[src/inc/wgss_pkg.sv]
// package: register map, field layout and source codes of the waveform source select block
package wgss_pkg;
    // ==========================================================
    // register offsets (byte-wide registers on a plain port)
    localparam logic [3:0] off_clock_select = 4'h0;
    localparam logic [3:0] off_input_select = 4'h1;
    localparam logic [3:0] off_rising_deadband = 4'h2;
    localparam logic [3:0] off_falling_deadband = 4'h3;
    localparam logic [3:0] off_main_control = 4'h4;
    localparam logic [3:0] off_polarity_control = 4'h5;
    localparam logic [3:0] off_shutdown_control = 4'h6;
    localparam logic [3:0] off_shutdown_source = 4'h7;
    localparam logic [3:0] off_steering_control = 4'h8;

    // ==========================================================
    // field positions
    localparam int pos_clock_source = 0;
    localparam int pos_main_enable = 7;
    localparam int pos_main_load = 6;
    localparam int pos_override_lsb = 4;
    localparam int pos_steer_lsb = 0;
    localparam int pos_polarity_lsb = 0;
    localparam int pos_input_status = 5;

    // ==========================================================
    // reset values and masks
    localparam logic [7:0] rst_register = 8'h00;
    localparam logic [7:0] mask_clock_select = 8'h01;
    localparam logic [7:0] mask_input_select = 8'h0f;
    localparam logic [7:0] mask_deadband = 8'h3f;
    localparam logic [7:0] mask_main_control = 8'hc7;
    localparam logic [7:0] mask_polarity_rw = 8'h0f;
    localparam logic [7:0] mask_shutdown_control = 8'hfc;
    localparam logic [7:0] mask_shutdown_source = 8'h7f;
    localparam logic [2:0] mode_buffered_steer = 3'h1;

    // ==========================================================
    // input source codes
    localparam logic [3:0] src_routed_pin = 4'h0;
    localparam logic [3:0] src_capture_first = 4'h1;
    localparam logic [3:0] src_pwm_six = 4'h6;
    localparam logic [3:0] src_numeric_osc = 4'h8;
    localparam logic [3:0] src_comparator_first = 4'h9;
    localparam logic [3:0] src_modulator = 4'hb;
    localparam logic [3:0] src_logic_first = 4'hc;

    // register bus request
    typedef struct packed {
        logic [3:0] addr;
        logic [7:0] wdata;
        logic wr;
        logic rd;
    } wgss_bus_type;

    // on-chip waveform sources
    typedef struct packed {
        logic routed_input_pin;
        logic [4:0] capture_compare_output;
        logic pwm_six_output;
        logic pwm_seven_output;
        logic numeric_oscillator_output;
        logic comparator_one_synced;
        logic comparator_two_synced;
        logic signal_modulator_output;
        logic [3:0] logic_cell_output;
    } wgss_sources_type;
endpackage

[src/logic/wgss_source_select.sv]
// waveform generator source select, clock select, register file and steering
//
// Added by the designer: the strobed register port and the register offsets.
`timescale 1ns/1ns
// Contract
// - clock select bit one picks fast oscillator
// - four-bit field picks generator data source
// - mode 001 makes steering enables double-buffered
// - unused select bits ignore writes, read zero
// - clock and input selects reset to zero
// - steered output carries data through polarity
// - unsteered output carries its override bit
module wgss_source_select (
    input wire logic clk_sys,
    input wire logic rst_n,
    input wgss_pkg::wgss_bus_type bus,
    output logic [7:0] rdata,
    input wgss_pkg::wgss_sources_type sources,
    input wire logic internal_fast_oscillator,
    input wire logic update_point,
    output logic clock_source_fast,
    output logic generator_data_waveform,
    output logic [3:0] channel_out
);
    // ==========================================================
    // registers
    logic clock_select;
    logic [3:0] input_source_field;
    logic [7:0] rising_deadband_count;
    logic [7:0] falling_deadband_count;
    logic [7:0] waveform_main_control;
    logic [7:0] output_polarity_control;
    logic [7:0] shutdown_control;
    logic [7:0] shutdown_source_enable;
    logic [7:0] output_steering_control;

    // working signals; the fast oscillator input only feeds the clock
    // mux beside this block, so no logic in here reads it
    logic [1:0] pin_sync;
    logic next_data;
    wire logic [3:0] next_channel;
    logic buffered_mode;
    logic steer_load;

    // routed pin comes from outside, so two flops first; the other
    // sources are made on this clock and need no synchroniser
    always_ff @(posedge clk_sys or negedge rst_n) begin
        if (!rst_n) begin
            pin_sync <= 2'h0;
        end else begin
            pin_sync <= {pin_sync[0], sources.routed_input_pin};
        end
    end

    // ==========================================================
    // register writes; upper bits of the selects are simply not stored,
    // which is what makes them read back as zero
    always_ff @(posedge clk_sys or negedge rst_n) begin
        if (!rst_n) begin
            clock_select <= wgss_pkg::rst_register[0];
            input_source_field <= wgss_pkg::rst_register[3:0];
            rising_deadband_count <= wgss_pkg::rst_register;
            falling_deadband_count <= wgss_pkg::rst_register;
            waveform_main_control <= wgss_pkg::rst_register;
            output_polarity_control <= wgss_pkg::rst_register;
            shutdown_control <= wgss_pkg::rst_register;
            shutdown_source_enable <= wgss_pkg::rst_register;
            output_steering_control <= wgss_pkg::rst_register;
        end else if (bus.wr) begin
            case (bus.addr)
                wgss_pkg::off_clock_select: begin
                    clock_select <= bus.wdata[wgss_pkg::pos_clock_source];
                end
                wgss_pkg::off_input_select: begin
                    input_source_field <= bus.wdata[3:0];
                end
                wgss_pkg::off_rising_deadband: begin
                    rising_deadband_count <= bus.wdata & wgss_pkg::mask_deadband;
                end
                wgss_pkg::off_falling_deadband: begin
                    falling_deadband_count <= bus.wdata & wgss_pkg::mask_deadband;
                end
                wgss_pkg::off_main_control: begin
                    waveform_main_control <= bus.wdata & wgss_pkg::mask_main_control;
                end
                wgss_pkg::off_polarity_control: begin
                    output_polarity_control <= bus.wdata & wgss_pkg::mask_polarity_rw;
                end
                wgss_pkg::off_shutdown_control: begin
                    shutdown_control <= bus.wdata & wgss_pkg::mask_shutdown_control;
                end
                wgss_pkg::off_shutdown_source: begin
                    shutdown_source_enable <= bus.wdata & wgss_pkg::mask_shutdown_source;
                end
                wgss_pkg::off_steering_control: begin
                    output_steering_control <= bus.wdata;
                end
                default: begin
                end
            endcase
        end
    end

    assign buffered_mode = (waveform_main_control[2:0] == wgss_pkg::mode_buffered_steer);

    // ==========================================================
    // steering lanes; buffered mode holds the enables until the update
    // point, so a write in mid-period cannot cut a pulse on one channel
    assign steer_load = !buffered_mode || update_point;

    for (genvar ch = 0; ch < 4; ch++) begin : lane
        wgss_steer_lane wgss_steer_lane_i (
            .clk_sys(clk_sys),
            .rst_n(rst_n),
            .load(steer_load),
            .enable_request(output_steering_control[wgss_pkg::pos_steer_lsb + ch]),
            .polarity(output_polarity_control[wgss_pkg::pos_polarity_lsb + ch]),
            .override(output_steering_control[wgss_pkg::pos_override_lsb + ch]),
            .data(next_data),
            .next_level(next_channel[ch])
        );
    end

    // ==========================================================
    // source multiplexer, purely combinational; a new selection is
    // seen by the generator on the very next clock
    always_comb begin
        case (input_source_field)
            4'h0: next_data = pin_sync[1];
            4'h1: next_data = sources.capture_compare_output[0];
            4'h2: next_data = sources.capture_compare_output[1];
            4'h3: next_data = sources.capture_compare_output[2];
            4'h4: next_data = sources.capture_compare_output[3];
            4'h5: next_data = sources.capture_compare_output[4];
            4'h6: next_data = sources.pwm_six_output;
            4'h7: next_data = sources.pwm_seven_output;
            4'h8: next_data = sources.numeric_oscillator_output;
            4'h9: next_data = sources.comparator_one_synced;
            4'ha: next_data = sources.comparator_two_synced;
            4'hb: next_data = sources.signal_modulator_output;
            4'hc: next_data = sources.logic_cell_output[0];
            4'hd: next_data = sources.logic_cell_output[1];
            4'he: next_data = sources.logic_cell_output[2];
            default: next_data = sources.logic_cell_output[3];
        endcase
    end

    // ==========================================================
    // outputs registered; one cycle of latency on the data path, bought
    // so that every output leaves this block straight from a flop
    always_ff @(posedge clk_sys or negedge rst_n) begin
        if (!rst_n) begin
            generator_data_waveform <= 1'b0;
            channel_out <= 4'h0;
            clock_source_fast <= 1'b0;
        end else begin
            generator_data_waveform <= next_data;
            channel_out <= next_channel;
            clock_source_fast <= clock_select;
        end
    end

    // ==========================================================
    // read data, the cycle after the strobe; unmapped reads zero
    // polarity reads also show the live level of the selected input
    always_ff @(posedge clk_sys or negedge rst_n) begin
        if (!rst_n) begin
            rdata <= 8'h00;
        end else if (bus.rd) begin
            case (bus.addr)
                wgss_pkg::off_clock_select: rdata <= {7'h00, clock_select};
                wgss_pkg::off_input_select: rdata <= {4'h0, input_source_field};
                wgss_pkg::off_rising_deadband: rdata <= rising_deadband_count;
                wgss_pkg::off_falling_deadband: rdata <= falling_deadband_count;
                wgss_pkg::off_main_control: rdata <= waveform_main_control;
                wgss_pkg::off_polarity_control: rdata <= output_polarity_control
                    | (8'(next_data) << wgss_pkg::pos_input_status);
                wgss_pkg::off_shutdown_control: rdata <= shutdown_control;
                wgss_pkg::off_shutdown_source: rdata <= shutdown_source_enable;
                wgss_pkg::off_steering_control: rdata <= output_steering_control;
                default: rdata <= 8'h00;
            endcase
        end else begin
            rdata <= 8'h00;
        end
    end
endmodule

// ==========================================================
// one steering lane: buffered enable flop and output select;
// kept apart so that all four channels are built from one module, one instance per channel
module wgss_steer_lane #(
    parameter logic enable_reset = wgss_pkg::rst_register[0]
) (
    input wire logic clk_sys,
    input wire logic rst_n,
    input wire logic load,
    input wire logic enable_request,
    input wire logic polarity,
    input wire logic override,
    input wire logic data,
    output logic next_level
);
    logic steer_enable;

    // the enable only moves when load is high; the caller decides when
    always_ff @(posedge clk_sys or negedge rst_n) begin
        if (!rst_n) begin
            steer_enable <= enable_reset;
        end else if (load) begin
            steer_enable <= enable_request;
        end
    end

    // steered: data through polarity; unsteered: override level
    always_comb begin
        if (steer_enable) begin
            next_level = data ^ polarity;
        end else begin
            next_level = override;
        end
    end
endmodule

[config.mk]
export PLATFORM = sky130hd
export DESIGN_NAME = wgss_source_select
export DESIGN_NICKNAME = d
export VERILOG_FILES = /design/src/inc/wgss_pkg.sv /design/src/logic/wgss_source_select.sv
export SDC_FILE = /design/constraint.sdc
export NUM_CORES = 1
export LEC_CHECK = 0
export ABC_AREA = 1
export BUFFER_PORTS_ARGS = -buffer_cell sky130_fd_sc_hd__buf_2
export CAP_MARGIN = 10
export CORE_MARGIN = 4
export CORE_UTILIZATION = 40
export CTS_CLUSTER_DIAMETER = 50
export DETAILED_ROUTE_END_ITERATION = 10
export GPL_ROUTABILITY_DRIVEN = 1
export SLEW_MARGIN = 10
export SYNTH_ARGS = -nofsm -noshare
export SYNTH_HDL_FRONTEND = slang
export SYNTH_SLANG_ARGS = --single-unit
[constraint.sdc]
create_clock -name clk_sys -period 1.6 [get_ports clk_sys]
set_input_delay 0.16 -clock clk_sys [delete_from_list [all_inputs] [get_ports clk_sys]]
set_output_delay 0.16 -clock clk_sys [all_outputs]
set_load 0.02 [all_outputs]
## Yosys cells after proc, flatten, opt, wreduce, memory -nomap -nowiden

Cells that the tools add are included.

- Register bits after elaboration: 67
- Bits of input ports: 34
- Output and inout bits: 14
- Logic and storage cells: 66

- Equality and inequality tests: 23
- Mux-type cells: 7
- Bitwise gates (word level): 5
- Reductions and logical operators: 13

Operator list:

| kind | number |
|---|---|
| $pmux W8 S9 | 1 |
| $eq A4 B3 Y1 const B | 8 |
| $eq A4 B4 Y1 const B | 8 |
| $reduce_and A2 Y1 | 9 |
| $eq A4 B2 Y1 const B | 4 |
| $pmux W1 S15 | 1 |
| $eq A4 B1 Y1 const B | 2 |
| $logic_not A4 Y1 | 2 |
| $mux W8 | 1 |
| $or A4 B6 Y6 | 1 |
| $mux W1 | 4 |
| $xor A1 B1 Y1 | 4 |
| $eq A3 B1 Y1 const B | 1 |
| $logic_not A1 Y1 | 1 |
| $logic_or A1 B1 Y1 | 1 |

## Depth between registers and ports, before layout

- Depth in word-level cells: 5
- Depth in mapped cells: 12
- Mapped depth without buffers: 11

## Cells and area by module

Synthesis repeated with hierarchy kept, for this count alone.

- Cell total of the unflattened synthesis: 382
- Area total of the unflattened synthesis: 3125.5 µm²

Modules (own cells, without submodules):

| module | instances | cells each | area an instance (µm²) | sequential area each (µm²) |
|---|---|---|---|---|
| wgss_source_select | 1 | 338 | 2865.2 | 1576.5 |
| wgss_steer_lane | 4 | 11 | 65.1 | 25.0 |

## Least setup slack after synthesis

No wires, ideal clock.

- Kind: flip-flop to flip-flop
- Start point: register input_source_field[1]
- End point: register channel_out[0]
- Data arrival time: 1165 ps
- Required time: 1483 ps
- Path slack: 318 ps
- Cell stages (with the launch flop): 12
- Path buffers: 1
- Clock period less this slack: 1282 ps
- Cell sequence: dfrtp_1 -> buf_6 -> nor2_2 -> inv_2 -> nor2_1 -> nor2_2 -> nand2_2 -> nor2_4 -> nand3_4 -> nand2_1 -> nand3_1 -> nand2_1

- Longest elaborated chain between the ends: 4

Ends and longest elaborated chain:

| what | line | source |
|---|---|---|
| start, declared | wgss_source_select.sv:28 | `logic [3:0] input_source_field;` |
| start signal, assigned | wgss_source_select.sv:61 | `input_source_field <= wgss_pkg::rst_register[3:0];` |
| start signal, assigned | wgss_source_select.sv:75 | `input_source_field <= bus.wdata[3:0];` |
| $eq A4 B4 Y1 (tied with other cells) | wgss_source_select.sv:128 | `case (input_source_field)` |
| $pmux W1 S15 * | wgss_source_select.sv:128 |  |
| via lane[0].wgss_steer_lane_i.data | wgss_source_select.sv:201 | `input wire logic data,` |
| $xor A1 B1 Y1 * | wgss_source_select.sv:218 | `next_level = data ^ polarity;` |
| $mux W1 * | wgss_source_select.sv:217 | `if (steer_enable) begin` |
| via lane[0].wgss_steer_lane_i.next_level | wgss_source_select.sv:202 | `output logic next_level` |
| end signal, assigned | wgss_source_select.sv:158 | `channel_out <= next_channel;` |
| end, declared | wgss_source_select.sv:23 | `output logic [3:0] channel_out` |

Mark *: on every way through the listed nets, which the timed path passes. The rest lies on a longest branch.
A chain may end at the register's enable or synchronous reset.

## Worst setup path in the final report

- Start point: register input_source_field[0]
- End point: register rdata[5]

- Longest elaborated chain between the ends: 5

Ends and longest elaborated chain:

| what | line | source |
|---|---|---|
| $eq A4 B4 Y1 (tied with other cells) | wgss_source_select.sv:128 |  |
| $pmux W1 S15 * | wgss_source_select.sv:128 |  |
| via lane[0].wgss_steer_lane_i.data | wgss_source_select.sv:201 |  |
| $or A4 B6 Y6 * | wgss_source_select.sv:177 | `\| (8'(next_data) << wgss_pkg::pos_input_status);` |
| $pmux W8 S9 * | wgss_source_select.sv:170 | `case (bus.addr)` |
| $mux W8 * | wgss_source_select.sv:169 | `end else if (bus.rd) begin` |
| end signal, assigned | wgss_source_select.sv:171 | `wgss_pkg::off_clock_select: rdata <= {7'h00, clock_select};` |
| end signal, assigned | wgss_source_select.sv:172 | `wgss_pkg::off_input_select: rdata <= {4'h0, input_source_field};` |
| end signal, assigned | wgss_source_select.sv:178 | `wgss_pkg::off_shutdown_control: rdata <= shutdown_control;` |
| end, declared | wgss_source_select.sv:17 | `output logic [7:0] rdata,` |

Marks and branches as above.

==> metrics <==
Residual DRC=0; stages on the worst setup path=9; number of failing setup endpoints in the final timing report=0; Post-Synth XOR/XNOR Area=0%; count of boundary I/O pins=between 40 and 50; non-filler cells in the finished layout=roughly 540; critical path peak fanout=7; critical path capture point=rdata[5]; Vias=roughly 2600; final routed wire length divided by cell count=between 10 and 15 um; initial antenna violation count=0; RePlAce Congestion=0.841; floorplan die area=between 9000 and 10000 sq um; worst-case headroom to the max-slew limit=69.3%; hold violation count in the final report=0; achievable frequency=around 680 MHz; GR Overflow Total=0; fraction of layout cells with a size suffix above 1=27.5%; data required time of the worst path=roughly 1.8 ns; global-route wire length before repair=between 10 and 15 mm; power density cells=between 1000 and 1500 nW/um^2; Top delay family on crit path=simple AND/OR/NAND/NOR gates; Reg2Reg Capture Point=rdata[5]; ratio of final minimum period to clock period=92.0%; H-Tree Depth=3; y dimension of the die=approximately 97 um; total global routing track utilization=between 10% and 20%; RSZ-0062 raised after global routing=true; Starting Density=between 40% and 50%; Critical R2R Launch=input_source_field[0]; combined area of all synthesized cells=between 3000 and 4000 sq um; fraction of the mapped netlist area in simple logic gates=a little over a quarter; nature of the critical path endpoint=register; Compound-Gate Fraction of Synth Area=between 10% and 20%; worst hold path stage count=3; Seq/Total Area, Yosys=53.0%; FF-to-FF setup slack=about 0.13 ns; multiplexer fraction of the synthesized cell area=0%; number of synthesized register bits=67; Synth Area in Adders=0%; Filler Cell Count=802; first-pass iteration count of the detailed router=5; maximum number of pins on one net before global-route repair=68; Clock Root Buffer=clkbuf_8; standby leakage power=slightly below 0.002 uW; Post-Syn Nets=a little over 400; number of buffers added on ports=between 40 and 50; CP most frequent cell=nand2_1; clock tree skew after final layout=between 0.007 and 0.008 ns; area of the placeable core=between 7000 and 8000 sq um; Die Wd=a little under 100 um; layout overhead on the synthesized area=19.1%; endpoint arrival time on the critical path=~1.7 ns; worst min-delay path category=in2reg; max-capacitance violation count=0; Antenna Cells=0; count of standard-cell rows=32; via count of the first global-routing pass=between 2000 and 2500; start point of the critical path=input_source_field[0]; Bufs on Longest Clock Path=2; Post-Syn Instances=approximately 370; WL final=approximately 7.5 mm; final critical delay including setup and external delays=about 1.5 ns; dpl ws=around 0.12 ns; outcome=finished, final reports clean; Distinct cells, synth=26; crit path setup slack, layout=between 0.1 and 0.15 ns; TritonCTS clock tree=yes; TritonCTS buffer count=9; maximum single-stage delay on the critical path=about 0.47 ns; half-perimeter wire length after detailed placement=5.37 mm; critical setup path kind=reg2reg; peak supply drop=0.448 mV; drt first-iter violations=approximately 130; total of warnings raised by yosys=0; combinational family with the most area after synthesis=simple AND/OR/NAND/NOR gates; clock-pin transition on the worst setup and hold timing paths=about 0.070 ns; mean number of vias per cell=about 4.8; buffer and inverter count on the worst path=1; type of origin of the critical path=register; Worst path slowest cell=dfrtp_2; dpl cells=roughly 520; Avg Inst Size Synth=8.47 sq um; final slew viol count=0; final sum of negative setup slack=0 ns; TritonCTS sink count=between 60 and 70; # nets final=462; final total power=roughly 4800 uW; clock latency on the worst-skew pair=0.35 ns; depth of the worst register-to-register path=9; Worst Max-Slew Pin Slew=approximately 0.46 ns; remaining antenna violation count=0; cell-by-cell trace of the critical path=buf_6 > nand3_1 > nand2_1 > nand2_1 > nand2_2 > nor2_4 > nand3_4 > nand2_1 > a21oi_1
==> registers in the layout, indices dropped and copies added, names as in the netlist <==
signal	cells
rising_deadband_count	6
clock_select	1
shutdown_source_enable	7
output_polarity_control	4
pin_sync	2
output_steering_control	8
waveform_main_control	5
generator_data_waveform	1
rdata	8
shutdown_control	6
clock_source_fast	1
falling_deadband_count	6
input_source_field	4
channel_out	4
lane.wgss_steer_lane_i.steer_enable	4
==> worst min-delay path, stage by stage <==
cell and delay (ns):
buf_2 0.10, nand2_1 0.05, inv_1 0.04
==> report_power, final <==
group / leakage (uW) / switching, uW / total (uW) / internal (uW)
Combinational: 0.000970 / 608 / 983 / 375
Sequential: 0.000851 / 232 / 2260 / 2030
Clock: 0.000109 / 673 / 1550 / 874
==> worst min path at each step <==
| stage | to | slack (ns) | startpoint |
|---|---|---|---|
| after detailed placement | channel_out[2] | 0.21 | rst_n |
| after global placement | channel_out[3] | 0.21 | rst_n |
| after global routing | rdata[7] | 0.03 | bus[0] |
| after floorplan | channel_out[0] | -0.14 | rst_n |
| final | rdata[7] | 0.03 | bus[0] |
| after CTS | rdata[7] | 0.02 | bus[0] |
==> layout make-up <==
type | count | area, sq um | area share (%)
well taps | 102 | 128 | 3.39
clock buffers | 9 | 124 | 3.29
repair buffers | 53 | 304 | 8.08
inverters | 40 | 155 | 4.12
clock inverters | 7 | 91.3 | 2.43
multi-input cells | 257 | 1280 | 34.0
flip-flops and latches | 67 | 1680 | 44.7
==> Yosys cell counts <==
library cell / instances / area share [%]
nor3_4: 2 / 1.0
a22o_1: 1 / 0.28
a41oi_1: 3 / 0.83
nand3_1: 24 / 3.8
nand2_1: 125 / 15
nand2_4: 1 / 0.36
nor3_1: 1 / 0.16
nand4_1: 5 / 0.99
buf_2: 4 / 0.63
buf_6: 3 / 1.1
o21ai_0: 37 / 5.9
a211oi_1: 2 / 0.47
nor2_4: 3 / 1.1
a21oi_1: 6 / 0.95
o22ai_1: 1 / 0.20
o21ai_2: 14 / 3.9
inv_1: 30 / 3.6
nand2_2: 7 / 1.4
dfrtp_1: 67 / 53
and2_1: 1 / 0.20
nor2_2: 4 / 0.79
nor2_1: 16 / 1.9
o21ai_1: 3 / 0.47
nand3_4: 1 / 0.55
inv_2: 10 / 1.2
buf_4: 2 / 0.47
==> metrics by stage <==
step | util, % | hold WS [ns] | area (sq um)
3_3_place_gp | 45.3 | 0.212 | 3480
4_1_cts | 48.4 | 0.0189 | 3720
5_1_grt | 49.0 | 0.0348 | 3760
2_1_floorplan | - | -0.136 | 3160
3_5_place_dp | 45.3 | 0.207 | 3480
6_report | 49.0 | 0.0260 | 3760
==> placed cells by master, fill, tap and decap left out, types with 4 or more instances in the layout <==
master / Yosys / layout
inv_2: 10 / 9
clkbuf_8: 0 / 9
nor2_2: 4 / 4
nand4_1: 5 / 5
o21ai_0: 37 / 37
nand3_1: 24 / 23
a21oi_1: 6 / 6
inv_1: 30 / 29
nand2_2: 7 / 11
buf_2: 4 / 46
dfrtp_1: 67 / 63
nor2_1: 16 / 16
nand2_1: 125 / 121
o21ai_2: 14 / 14
dfrtp_2: 0 / 4
==> per-layer routing <==
metal	vias up	track usage, %	wire length, um
met5	-	0	0
met4	0	6.80	145
met3	10	4.25	419
met2	72	25.3	3360
met1	1189	24.0	3570
li1	1315	-	-
==> timing repair <==
action,4_1_cts,5_1_grt
endpoints found under the hold margin,68,0
hold buffers,2,0
buffers inserted,0,2
resized for setup,0,13
setup endpoints to repair,0,5
==> logic make-up after synthesis <==
kind of cell,after synthesis
simple gates,190
flops,67
compound gates,67
buf+inv,49
No activity file was read; power rests on OpenSTA's default activity.
